[config.mk]
export PLATFORM = sky130hd
export DESIGN_NAME = eth_media_access_unit
export DESIGN_NICKNAME = d
export VERILOG_FILES = /design/src/media_pkg.sv /design/src/media_if.sv /design/src/eth_media_access_unit.sv /design/src/mgmt_serial.sv
export SDC_FILE = /design/constraint.sdc
export NUM_CORES = 1
export LEC_CHECK = 0
export BUFFER_PORTS_ARGS = -buffer_cell sky130_fd_sc_hd__buf_2
export CAP_MARGIN = 20
export CELL_PAD_IN_SITES_DETAIL_PLACEMENT = 0
export CELL_PAD_IN_SITES_GLOBAL_PLACEMENT = 1
export CORE_UTILIZATION = 47
export CTS_BUF_LIST = sky130_fd_sc_hd__clkbuf_2 sky130_fd_sc_hd__clkbuf_4 sky130_fd_sc_hd__clkbuf_8
export CTS_CLUSTER_SIZE = 24
export DETAILED_ROUTE_END_ITERATION = 6
export PLACE_DENSITY = 0.95
export SLEW_MARGIN = 40
export SYNTH_ARGS = -nofsm -noshare
export SYNTH_HDL_FRONTEND = slang
export SYNTH_SLANG_ARGS = --single-unit
export TNS_END_PERCENT = 20
[constraint.sdc]
create_clock -name ref_clk_in -period 5.8 [get_ports ref_clk_in]
set_clock_uncertainty 0.1 [all_clocks]
set_input_delay 1.16 -clock ref_clk_in [delete_from_list [all_inputs] [get_ports ref_clk_in]]
set_output_delay 1.16 -clock ref_clk_in [all_outputs]
set_load 0.02 [all_outputs]
[src/media_pkg.sv]
// Purpose: Shared constants and types for the Ethernet media interface block.
// Assumes: Block clock ref_clk_in at 40 MHz.
// Notes: Mode, state and timing values live here once.
package media_pkg;
    // =====================================================================
    // Media modes
    // =====================================================================
    typedef enum logic [1:0]
    {
        MODE_MII = 2'h0,
        MODE_RMII = 2'h1,
        MODE_RGMII = 2'h2
    } media_mode_t;

    // =====================================================================
    // Speeds
    // =====================================================================
    typedef enum logic [1:0]
    {
        SPD_10 = 2'h0,
        SPD_100 = 2'h1,
        SPD_1000 = 2'h2
    } speed_t;

    // =====================================================================
    // Transceiver bring-up states
    // =====================================================================
    typedef enum logic [3:0]
    {
        ST_RESET = 4'h1,
        ST_RELEASE = 4'h2,
        ST_CLOCK = 4'h4,
        ST_RUN = 4'h8
    } bring_t;

    // =====================================================================
    // Timing
    // =====================================================================
    localparam int CLK_HZ = 40000000;
    localparam int PHY_RST_US = 10;
    localparam int PHY_RST_CYC = (PHY_RST_US * (CLK_HZ / 1000000));
    localparam int PHY_WAIT_US = 5;
    localparam int PHY_WAIT_CYC = (PHY_WAIT_US * (CLK_HZ / 1000000));
    localparam int MDC_DIV = 8;
    localparam int DATA_W = 4;
    localparam logic [47:0] ADDR_RESET = 48'h0;
endpackage

[src/media_if.sv]
// Purpose: Carries the management serial signals between top and engine.
// Assumes: Single clock domain.
// Notes: Engine drives, top registers onto pins.
`timescale 1ns/10ps
`default_nettype none
interface media_if;
    logic start;
    logic [31:0] frame;
    logic busy;
    logic mdc;
    logic mdio_o;
    logic mdio_oe_n;
    logic mdio_i;
    logic [15:0] rdata;
    modport engine (input start, input frame, input mdio_i, output busy, output mdc,
        output mdio_o, output mdio_oe_n, output rdata);
    modport user (output start, output frame, output mdio_i, input busy, input mdc,
        input mdio_o, input mdio_oe_n, input rdata);
endinterface
`default_nettype wire

[src/eth_media_access_unit.sv]
// Purpose: Media interface of the Ethernet MAC toward an external transceiver.
// Assumes: Link clocks are sampled by ref_clk_in; 1000 Mbps data uses the link clocks
//          through an external capture stage, this block times the qualifiers.
// Notes: No software registers; configuration arrives on plain inputs.
`timescale 1ns/10ps
`default_nettype none
module eth_media_access_unit
#(
    parameter int RST_CYC = media_pkg::PHY_RST_CYC,
    parameter int WAIT_CYC = media_pkg::PHY_WAIT_CYC
)
(
    input wire logic ref_clk_in,
    input wire logic rst_n_in,
    input wire logic ce_in,
    input wire media_pkg::media_mode_t mode_in,
    input wire media_pkg::speed_t speed_in,
    input wire logic full_duplex_in,
    input wire logic [47:0] station_addr_in,
    input wire logic tx_valid_in,
    input wire logic [3:0] tx_data_in,
    input wire logic tx_err_in,
    input wire logic mgmt_start_in,
    input wire logic [31:0] mgmt_frame_in,
    input wire logic tx_clk_in,
    input wire logic rx_clk_in,
    input wire logic [3:0] rx_data_in,
    input wire logic rx_valid_in,
    input wire logic rx_error_in,
    input wire logic carrier_sense_in,
    input wire logic collision_in,
    input wire logic mdio_in,
    output logic [3:0] tx_data_out,
    output logic tx_enable_out,
    output logic tx_error_out,
    output logic mdc_out,
    output logic mdio_out,
    output logic mdio_oe_n_out,
    output logic phy_reset_n_out,
    output logic phy_clk_en_out,
    output logic link_ready_out,
    output logic tx_ready_out,
    output logic [3:0] rx_data_out,
    output logic rx_valid_out,
    output logic rx_err_out,
    output logic crs_out,
    output logic col_out,
    output logic [15:0] mgmt_rdata_out,
    output logic mgmt_busy_out
);
    import media_pkg::*;
    // Bring-up counts must be at least one cycle each
    if (RST_CYC < 1 || WAIT_CYC < 1)
    begin : g_count_check
        $error("Bad bring-up counts");
    end

    // =====================================================================
    // Input synchronisers
    // =====================================================================
    localparam int SW = 12;
    logic [SW-1:0] s1_q;
    logic [SW-1:0] s2_q;
    logic [1:0] clk_hist_q;
    wire [SW-1:0] pins = {tx_clk_in, rx_clk_in, rx_data_in, rx_valid_in, rx_error_in,
        carrier_sense_in, collision_in, mdio_in, 1'b0};
    // Two-stage capture of pin inputs
    always_ff @(posedge ref_clk_in)
    begin
        if (!rst_n_in)
        begin
            s1_q <= '0;
            s2_q <= '0;
            clk_hist_q <= 2'h0;
        end
        else if (ce_in)
        begin
            s1_q <= pins;
            s2_q <= s1_q;
            clk_hist_q <= s2_q[11:10];
        end
    end
    wire tx_clk_s = s2_q[11];
    wire rx_clk_s = s2_q[10];
    wire [3:0] rxd_s = s2_q[9:6];
    wire rxdv_s = s2_q[5];
    wire rxer_s = s2_q[4];
    wire crs_s = s2_q[3];
    wire col_s = s2_q[2];
    wire mdio_s = s2_q[1];
    wire tx_rise = tx_clk_s && !clk_hist_q[1];
    wire rx_rise = rx_clk_s && !clk_hist_q[0];
    wire rx_fall = !rx_clk_s && clk_hist_q[0];

    // =====================================================================
    // Transceiver bring-up sequence
    // =====================================================================
    bring_t st_q;
    bring_t st_d;
    logic [31:0] cnt_q;
    wire cnt_done_rst = (cnt_q >= 32'(RST_CYC - 1));
    wire cnt_done_wait = (cnt_q >= 32'(WAIT_CYC - 1));
    // Reset held, released, then clock enabled
    always_comb
    begin
        st_d = st_q;
        case (st_q)
            ST_RESET: if (cnt_done_rst) st_d = ST_RELEASE;
            ST_RELEASE: if (cnt_done_wait) st_d = ST_CLOCK;
            ST_CLOCK: if (cnt_done_wait) st_d = ST_RUN;
            ST_RUN: st_d = ST_RUN;
            default: st_d = ST_RESET;
        endcase
    end
    // State register and dwell counter
    always_ff @(posedge ref_clk_in)
    begin
        if (!rst_n_in)
        begin
            st_q <= ST_RESET;
            cnt_q <= 32'h0;
        end
        else if (ce_in)
        begin
            st_q <= st_d;
            cnt_q <= (st_d != st_q) ? 32'h0 : cnt_q + 32'h1;
        end
    end

    // =====================================================================
    // Mode decode
    // =====================================================================
    wire is_mii = (mode_in == MODE_MII);
    wire is_rmii = (mode_in == MODE_RMII);
    wire is_rg = (mode_in == MODE_RGMII);
    wire spd_ok = is_rg ? (speed_in == SPD_1000)
        : (speed_in == SPD_10 || speed_in == SPD_100);
    wire addr_ok = (station_addr_in != ADDR_RESET) && !station_addr_in[40];
    wire run = (st_q == ST_RUN) && addr_ok && spd_ok && (full_duplex_in || !is_rg);
    wire tx_edge = is_rmii ? 1'b1 : tx_rise;
    wire [3:0] tx_mask = is_rmii ? 4'h3 : 4'hF;

    // =====================================================================
    // Transmit path
    // =====================================================================
    // Transmit outputs idle unless running; while running the pins update on a transmit edge and hold; tx_ready_out marks each edge and stays high in RMII
    always_ff @(posedge ref_clk_in)
    begin
        if (!rst_n_in)
        begin
            tx_data_out <= 4'h0;
            tx_enable_out <= 1'b0;
            tx_error_out <= 1'b0;
            tx_ready_out <= 1'b0;
        end
        else if (ce_in)
        begin
            tx_ready_out <= run && tx_edge;
            if (!run)
            begin
                tx_data_out <= 4'h0;
                tx_enable_out <= 1'b0;
                tx_error_out <= 1'b0;
            end
            else if (tx_edge)
            begin
                tx_data_out <= tx_data_in & tx_mask;
                tx_enable_out <= tx_valid_in;
                tx_error_out <= is_mii && tx_err_in;
            end
        end
    end

    // =====================================================================
    // Receive path
    // =====================================================================
    logic dv_rise_q;
    wire rx_edge = is_rmii ? 1'b1 : (is_rg ? rx_fall : rx_rise);
    wire rg_err = dv_rise_q ^ rxdv_s;
    wire crs_d = is_mii ? crs_s : (rxdv_s || (is_rg && dv_rise_q));
    // Receive sampling per mode
    always_ff @(posedge ref_clk_in)
    begin
        if (!rst_n_in)
        begin
            dv_rise_q <= 1'b0;
            rx_data_out <= 4'h0;
            rx_valid_out <= 1'b0;
            rx_err_out <= 1'b0;
            crs_out <= 1'b0;
            col_out <= 1'b0;
        end
        else if (ce_in)
        begin
            if (is_rg && rx_rise)
                dv_rise_q <= rxdv_s;
            if (!run)
            begin
                rx_data_out <= 4'h0;
                rx_valid_out <= 1'b0;
                rx_err_out <= 1'b0;
                crs_out <= 1'b0;
                col_out <= 1'b0;
            end
            else if (rx_edge)
            begin
                rx_data_out <= rxd_s & tx_mask;
                rx_valid_out <= is_rg ? dv_rise_q : rxdv_s;
                rx_err_out <= is_rg ? rg_err : rxer_s;
                crs_out <= crs_d;
                col_out <= is_mii && col_s;
            end
        end
    end

    // =====================================================================
    // Management interface
    // =====================================================================
    media_if mi ();
    assign mi.start = mgmt_start_in && (st_q == ST_RUN);
    assign mi.frame = mgmt_frame_in;
    assign mi.mdio_i = mdio_s;
    mgmt_serial #(.DIV(MDC_DIV)) u_mgmt (.ref_clk_in(ref_clk_in), .rst_n_in(rst_n_in),
        .ce_in(ce_in), .m(mi.engine));
    // Registered management pins and bring-up outputs
    always_ff @(posedge ref_clk_in)
    begin
        if (!rst_n_in)
        begin
            mdc_out <= 1'b0;
            mdio_out <= 1'b1;
            mdio_oe_n_out <= 1'b1;
            phy_reset_n_out <= 1'b0;
            phy_clk_en_out <= 1'b0;
            link_ready_out <= 1'b0;
            mgmt_rdata_out <= 16'h0;
            mgmt_busy_out <= 1'b0;
        end
        else if (ce_in)
        begin
            mdc_out <= mi.mdc;
            mdio_out <= mi.mdio_o;
            mdio_oe_n_out <= mi.mdio_oe_n;
            phy_reset_n_out <= (st_d != ST_RESET);
            phy_clk_en_out <= (st_d == ST_CLOCK) || (st_d == ST_RUN);
            link_ready_out <= run;
            mgmt_rdata_out <= mi.rdata;
            mgmt_busy_out <= mi.busy;
        end
    end
endmodule
`default_nettype wire

[src/mgmt_serial.sv]
// Purpose: Management data clock and serial data engine toward the transceiver.
// Assumes: mdio_i already synchronised by the caller.
// Notes: Shifts a 32-bit frame after a 32-bit preamble, MSB first.
`timescale 1ns/10ps
`default_nettype none
module mgmt_serial
#(
    parameter int DIV = media_pkg::MDC_DIV
)
(
    input wire logic ref_clk_in,
    input wire logic rst_n_in,
    input wire logic ce_in,
    media_if.engine m
);
    import media_pkg::*;
    // Divider must fit the 8-bit counter and give two phases
    if (DIV < 2 || DIV > 256)
    begin : g_div_check
        $error("DIV out of range");
    end
    logic [7:0] div_q;
    logic [6:0] bit_q;
    logic [31:0] sh_q;
    logic [15:0] rd_q;
    logic run_q;
    logic mdc_q;
    wire tick = (div_q == 8'(DIV - 1));
    wire rise = tick && !mdc_q;
    wire in_pre = (bit_q < 7'd32);
    wire turn = (bit_q >= 7'd46) && (bit_q < 7'd48);
    wire rd_op = (m.frame[29:28] == 2'h2);
    // Clock divider, shift and sample on rising edges
    always_ff @(posedge ref_clk_in)
    begin
        if (!rst_n_in)
        begin
            div_q <= 8'h0;
            bit_q <= 7'h0;
            sh_q <= 32'h0;
            rd_q <= 16'h0;
            run_q <= 1'b0;
            mdc_q <= 1'b0;
        end
        else if (ce_in)
        begin
            div_q <= tick ? 8'h0 : div_q + 8'h1;
            if (!run_q && m.start)
            begin
                run_q <= 1'b1;
                sh_q <= m.frame;
                bit_q <= 7'h0;
            end
            else if (run_q && tick)
            begin
                mdc_q <= !mdc_q;
                if (rise)
                begin
                    if (!in_pre)
                    begin
                        sh_q <= {sh_q[30:0], 1'b0};
                        rd_q <= {rd_q[14:0], m.mdio_i};
                    end
                    bit_q <= bit_q + 7'h1;
                    if (bit_q == 7'd63)
                        run_q <= 1'b0;
                end
            end
        end
    end
    assign m.busy = run_q;
    assign m.mdc = mdc_q;
    assign m.mdio_o = in_pre ? 1'b1 : sh_q[31];
    assign m.mdio_oe_n = !(run_q && !(rd_op && (turn || bit_q >= 7'd48)));
    assign m.rdata = rd_q;
endmodule
`default_nettype wire

# After elaboration in Yosys (flattened, before gate mapping)
# Index checks and enable logic that the tools add are counted.
op_classes:
  add_sub_neg: 3
  n_lt_le_gt_ge: 6
  eq_ne: 18
  mux: 42
  n_bitwise: 5
  n_reduce_logical: 47
ops:
  columns: ["operator", "n"]
  rows:
  - ["32-bit two-way mux", 5]
  - ["48-bit nonzero test", 1]
  - ["32-bit by 1-bit adder with 32-bit output, second input constant", 1]
  - ["32-bit by 8-bit greater-or-equal comparator with 1-bit output, second input constant", 1]
  - ["32-bit by 9-bit greater-or-equal comparator with 1-bit output, second input constant", 1]
  - ["4-bit two-way mux", 8]
  - ["1-bit two-way mux", 24]
  - ["7-bit two-way mux", 3]
  - ["1-bit logical AND", 19]
  - ["4-bit one-hot mux with 4 select lines", 1]
  - ["7-bit by 6-bit greater-or-equal comparator with 1-bit output, second input constant", 2]
  - ["7-bit by 6-bit < comparator with 1-bit output, second input constant", 2]
  - ["1-bit logical NOT", 9]
  - ["8-bit by 1-bit adder with 8-bit output, second input constant", 1]
  - ["4-bit AND", 2]
  - ["4-bit by 3-bit == test with 1-bit output, second input constant", 2]
  - ["4-bit == test, second input constant", 2]
  - ["8-bit by 3-bit == test with 1-bit output, second input constant", 1]
  - ["8-bit two-way mux", 1]
  - ["4-bit AND reduction", 2]
  - ["7-bit by 1-bit adder with 7-bit output, second input constant", 1]
  - ["7-bit by 6-bit == test with 1-bit output, second input constant", 1]
  - ["2-bit == test, second input constant", 3]
  - ["2-bit AND reduction", 3]
  - ["other kinds (14)", 25]
word_totals:
  reg_bits: 164
  in_bits: 106
  output_inout_bits: 38
  elab_cells: 150

# Logic depth before layout (Yosys ltp)
depth:
  ltp_word: 7
  depth_mapped: 8
  mapped_depth_nobuf: 7

# Cells and area by module
# Synthesis repeated with hierarchy kept, for this count alone.
hier_totals:
  cells_unflattened: 886
  area_unflattened_um2: 7719.9
modules_own_cells:
  columns: ["mod", "instances", "cells_each", "area_each_um2", "seq_area_each_um2"]
  rows:
  - ["eth_media_access_unit", 1, 475, 4327.9, 1981.9]
  - ["mgmt_serial", 1, 411, 3392.0, 1301.2]

# Least setup slack after synthesis
# Ideal clock, no wire load.
synth_path:
  path_kind: "input port to flip-flop"
  startpoint: "input port ce_in"
  endpoint: "register u_mgmt.rd_q[12], in the netlist u_mgmt.m.rdata[12]"
  setup_ns: 0.128
  arrival_ns: 2.884
  required_time_ns: 5.572
  slack_ns: 2.689
  stages: 8
  path_buffers: 2
  path_cell_list: "clkbuf_1 nand3_1 or4_4 or2_2 nor2_8 buf_6 mux2i_1 nor2_1"
synth_between:
  elab_chain_cells: 1
synth_rtl:
  columns: ["item", "line_no", "text"]
  rows:
  - ["start: declaration", "eth_media_access_unit.sv:15", "input wire logic ce_in,"]
  - ["5-bit AND reduction (no source line)", null, null]
  - ["end signal: assignment", "mgmt_serial.sv:62", "rd_q <= {rd_q[14:0], m.mdio_i};"]
  - ["end: declaration", "mgmt_serial.sv:25", "logic [15:0] rd_q;"]
# Every way passes these cells.
# A chain may end at the register's enable or synchronous reset.

# Worst setup path after layout
layout_path:
  startpoint: "input port ce_in"
  endpoint: "register u_mgmt.sh_q[23]"
layout_between:
  elab_chain_cells: 1
layout_rtl:
  columns: ["item", "line_no", "text"]
  rows:
  - ["4-bit AND reduction (no source line)", null, null]
  - ["end signal: assignment", "mgmt_serial.sv:51", "sh_q <= m.frame;"]
  - ["end signal: assignment", "mgmt_serial.sv:61", "sh_q <= {sh_q[30:0], 1'b0};"]
  - ["end: declaration", "mgmt_serial.sv:24", "logic [31:0] sh_q;"]
# Every way passes these cells.

==> out/qor.csv <==
metric;value;unit
path_cells;buf_4, nand3_1, or4_4, o21ai_4, a21boi_4, buf_4, nor2_1, a211oi_2;
gr-usage-all-layers;0.197;
nNetsFinal;985;
ioPinCount;144;
die_width;125;µm
routed_via_density;5.21;
endpoint_kind;flop;
cts-resized-gates;0;
slowest_delay;0.56;ns
fin_hold_ws;0.370;ns
setup_viol;0;
stdcell_area;8320;µm²
fin_crit;3.23;ns
synth_sequential_area_ratio;0.462;
dp_hpwl;9920;µm
pwr_density_cell;250;nW/µm²
grt_pass1_wl;25200;µm
rows;44;
grt_antenna_before_repair;0;
period_share;0.557;
clk_path_buf_depth;2;
critical_path_class;input port to flop;
hold_end;rx_data_out[2]$_SDFFE_PN0P_;
grt_pass1_vias;5451;
h-tree-depth;4;
muxShareOfSynthArea;0.131;
grt_max_degree;75;
async_reset_ff_frac;0;
p_leak;3.50;nW
diodes;0;
synth_adder_area_share;0.00704;
drt_wl_total;14500;µm
hold_start;rx_data_out[2]$_SDFFE_PN0P_;
final_max_slew_viol_count;0;
worst_pin_slew;0.741;ns
postCtsSetupRepairBufs;0;
drtPass1Iterations;4;
r2r_setup_slack;3.08;ns
relSlewSlack;0.506;
die-area;15600;µm²
post_dp_cell_area;7920;µm²
initial_core_util;0.486;
synth_edf_count;0;
vias;5590;
port_buffers;143;
tritoncts_num_sinks;164;
min_path_cells;1;
start_kind;input port;
grt.overflow.total;0;
gp_congestion;0.795;
vdd_drop_max;0.000168;V
dpl.cell_count;1040;
timing.rr.end;u_mgmt.sh_q[23]$_SDFFE_PN0P_;
ant_nets;0;
syn_avg_cell_area;9.50;µm²
total_power;2.08;mW
synth_warnings;0;
fmax;310;MHz
r2r_start;u_mgmt.div_q[4]$_SDFFE_PN0P_;
ys_seq_elements;164;
min_path_type;flop to flop;
synth_compound_area_frac;0.116;
cts_tree;done;
coreArea;14600;µm²
clock_latency;0.47;ns
final_common_cell;dfxtp_1;
cap_violations;0;
die_h;125;µm
rsz0062_at_grt;false;
dp_slack;2.08;ns
cts_root_buffer;clkbuf_8;
yosys.area_share.simple;0.201;
final_core_util;0.568;
cp_max_fo;42;
synth-main-ff-cell;dfxtp_1;
path_clk_slew;0.10;ns
final_layout_size_suffix_gt1_frac;0.256;
crit_top_cell;buf_4;
nFillCells;1392;
slowest_stage;or4_4;
synthesis.instances;749;
syn_nets;859;
critPathRequiredTime;6.08;ns
outcome;completed;
fin_cells;1072;
area_growth;17.0;%
first_iter_violations;366;
netlist_area;7110;µm²
numCtsBuffers;17;
ff2ff_path_depth;7;
fin_tns_setup;0;ns
synth_top_family_by_area;simple AND/OR/NAND/NOR gates;
setup_slack;2.57;ns
arrival;3.50;ns
wl_per_cell;13.5;µm
postCtsHoldBufs;0;
most-common-layout-cells;164 x dfxtp_1, 154 x nor2_1, 142 x buf_2;
ys_types;57;
drc_errors;0;
synth_xor_area_frac;0.0517;
hold_viol_final;0;
==> power by group <==
group / total (mW) / internal, mW / switching (mW) / leakage (nW)
logic: 0.112 / 0.0501 / 0.0618 / 1.97
clock network: 0.823 / 0.376 / 0.446 / 0.202
registers: 1.15 / 1.14 / 0.00906 / 1.32
==> synthesized netlist by cell type, drive strengths merged, types with 2 or more instances <==
library cell / number / share of area
dfxtp: 164 / 0.46
nor2: 155 / 0.084
mux2i: 92 / 0.13
nand2: 43 / 0.023
a211oi: 31 / 0.053
clkbuf: 27 / 0.014
xor2: 26 / 0.032
nand4: 22 / 0.019
nand3: 18 / 0.013
nor4: 18 / 0.016
xnor2: 16 / 0.020
a21oi: 15 / 0.011
buf: 14 / 0.013
o21ai: 14 / 0.011
nor3: 9 / 0.0063
inv: 7 / 0.0037
a22o: 6 / 0.0074
and3: 6 / 0.0053
o22ai: 6 / 0.0053
or3: 5 / 0.0044
or4: 5 / 0.0058
and4: 4 / 0.0049
ha: 4 / 0.0070
nand2b: 4 / 0.0035
or2: 4 / 0.0035
a32o: 3 / 0.0042
o31ai: 3 / 0.0032
and2: 2 / 0.0018
nand3b: 2 / 0.0021
nor2b: 2 / 0.0018
nor4b: 2 / 0.0033
o22a: 2 / 0.0025
o311ai: 2 / 0.0025
==> final cells by class <==
type | count | area, µm² | share of cell area
Tap cell | 184 | 230 | 0.0277
Clock inverter | 13 | 135 | 0.0162
Timing Repair Buffer | 148 | 756 | 0.0909
Sequential cell | 164 | 3280 | 0.395
Clock buffer | 19 | 262 | 0.0314
Multi-Input combinational cell | 536 | 3620 | 0.435
Inverter | 8 | 32.5 | 0.00391
==> state kept, by name, indices dropped and copies added, names as in the netlist, 7 cells and up <==
signal          flops
s2_q               11
s1_q               11
cnt_q              32
mgmt_rdata_out     16
u_mgmt.bit_q        7
u_mgmt.sh_q        32
u_mgmt.m.rdata     16
u_mgmt.div_q        8
==> cells by family (layout without fill, tap and decap cells) <==
logic type	Yosys count	after routing
buffers and inverters	49	188
and+or+nand+nor	304	304
xor gates and xnor gates	42	42
DFF	164	164
adders and majority gates	4	4
AOI/OAI and AO/OA	93	93
muxes	93	93
==> routing by layer <==
metal  global-route usage  up-vias  part of all wire
met1                0.242     2577              0.47
met5                    0        -                 0
met2                0.332      102              0.47
met4               0.0782        0             0.015
met3               0.0496       18             0.042
li1                     -     2893                 -
==> worst max-delay path by stage <==
stage / slack [ns] / startpoint / to
2_1_floorplan: 2.69 / ce_in / u_mgmt.m.rdata[12]$_SDFFE_PN0P_
3_3_place_gp: 2.21 / ce_in / u_mgmt.sh_q[0]$_SDFFE_PN0P_
3_5_place_dp: 2.08 / ce_in / u_mgmt.sh_q[23]$_SDFFE_PN0P_
4_1_cts: 2.58 / ce_in / u_mgmt.sh_q[23]$_SDFFE_PN0P_
5_1_grt: 2.45 / ce_in / u_mgmt.sh_q[23]$_SDFFE_PN0P_
6_report: 2.57 / ce_in / u_mgmt.sh_q[23]$_SDFFE_PN0P_
==> critical path: cells and delay by family <==
kind | cells | cell delay (ns)
and+or+nand+nor | 3 | 0.85
buffers and inverters | 2 | 0.81
AOI/OAI and AO/OA | 3 | 0.66
Note: power is estimated with default switching activity, not from simulation.
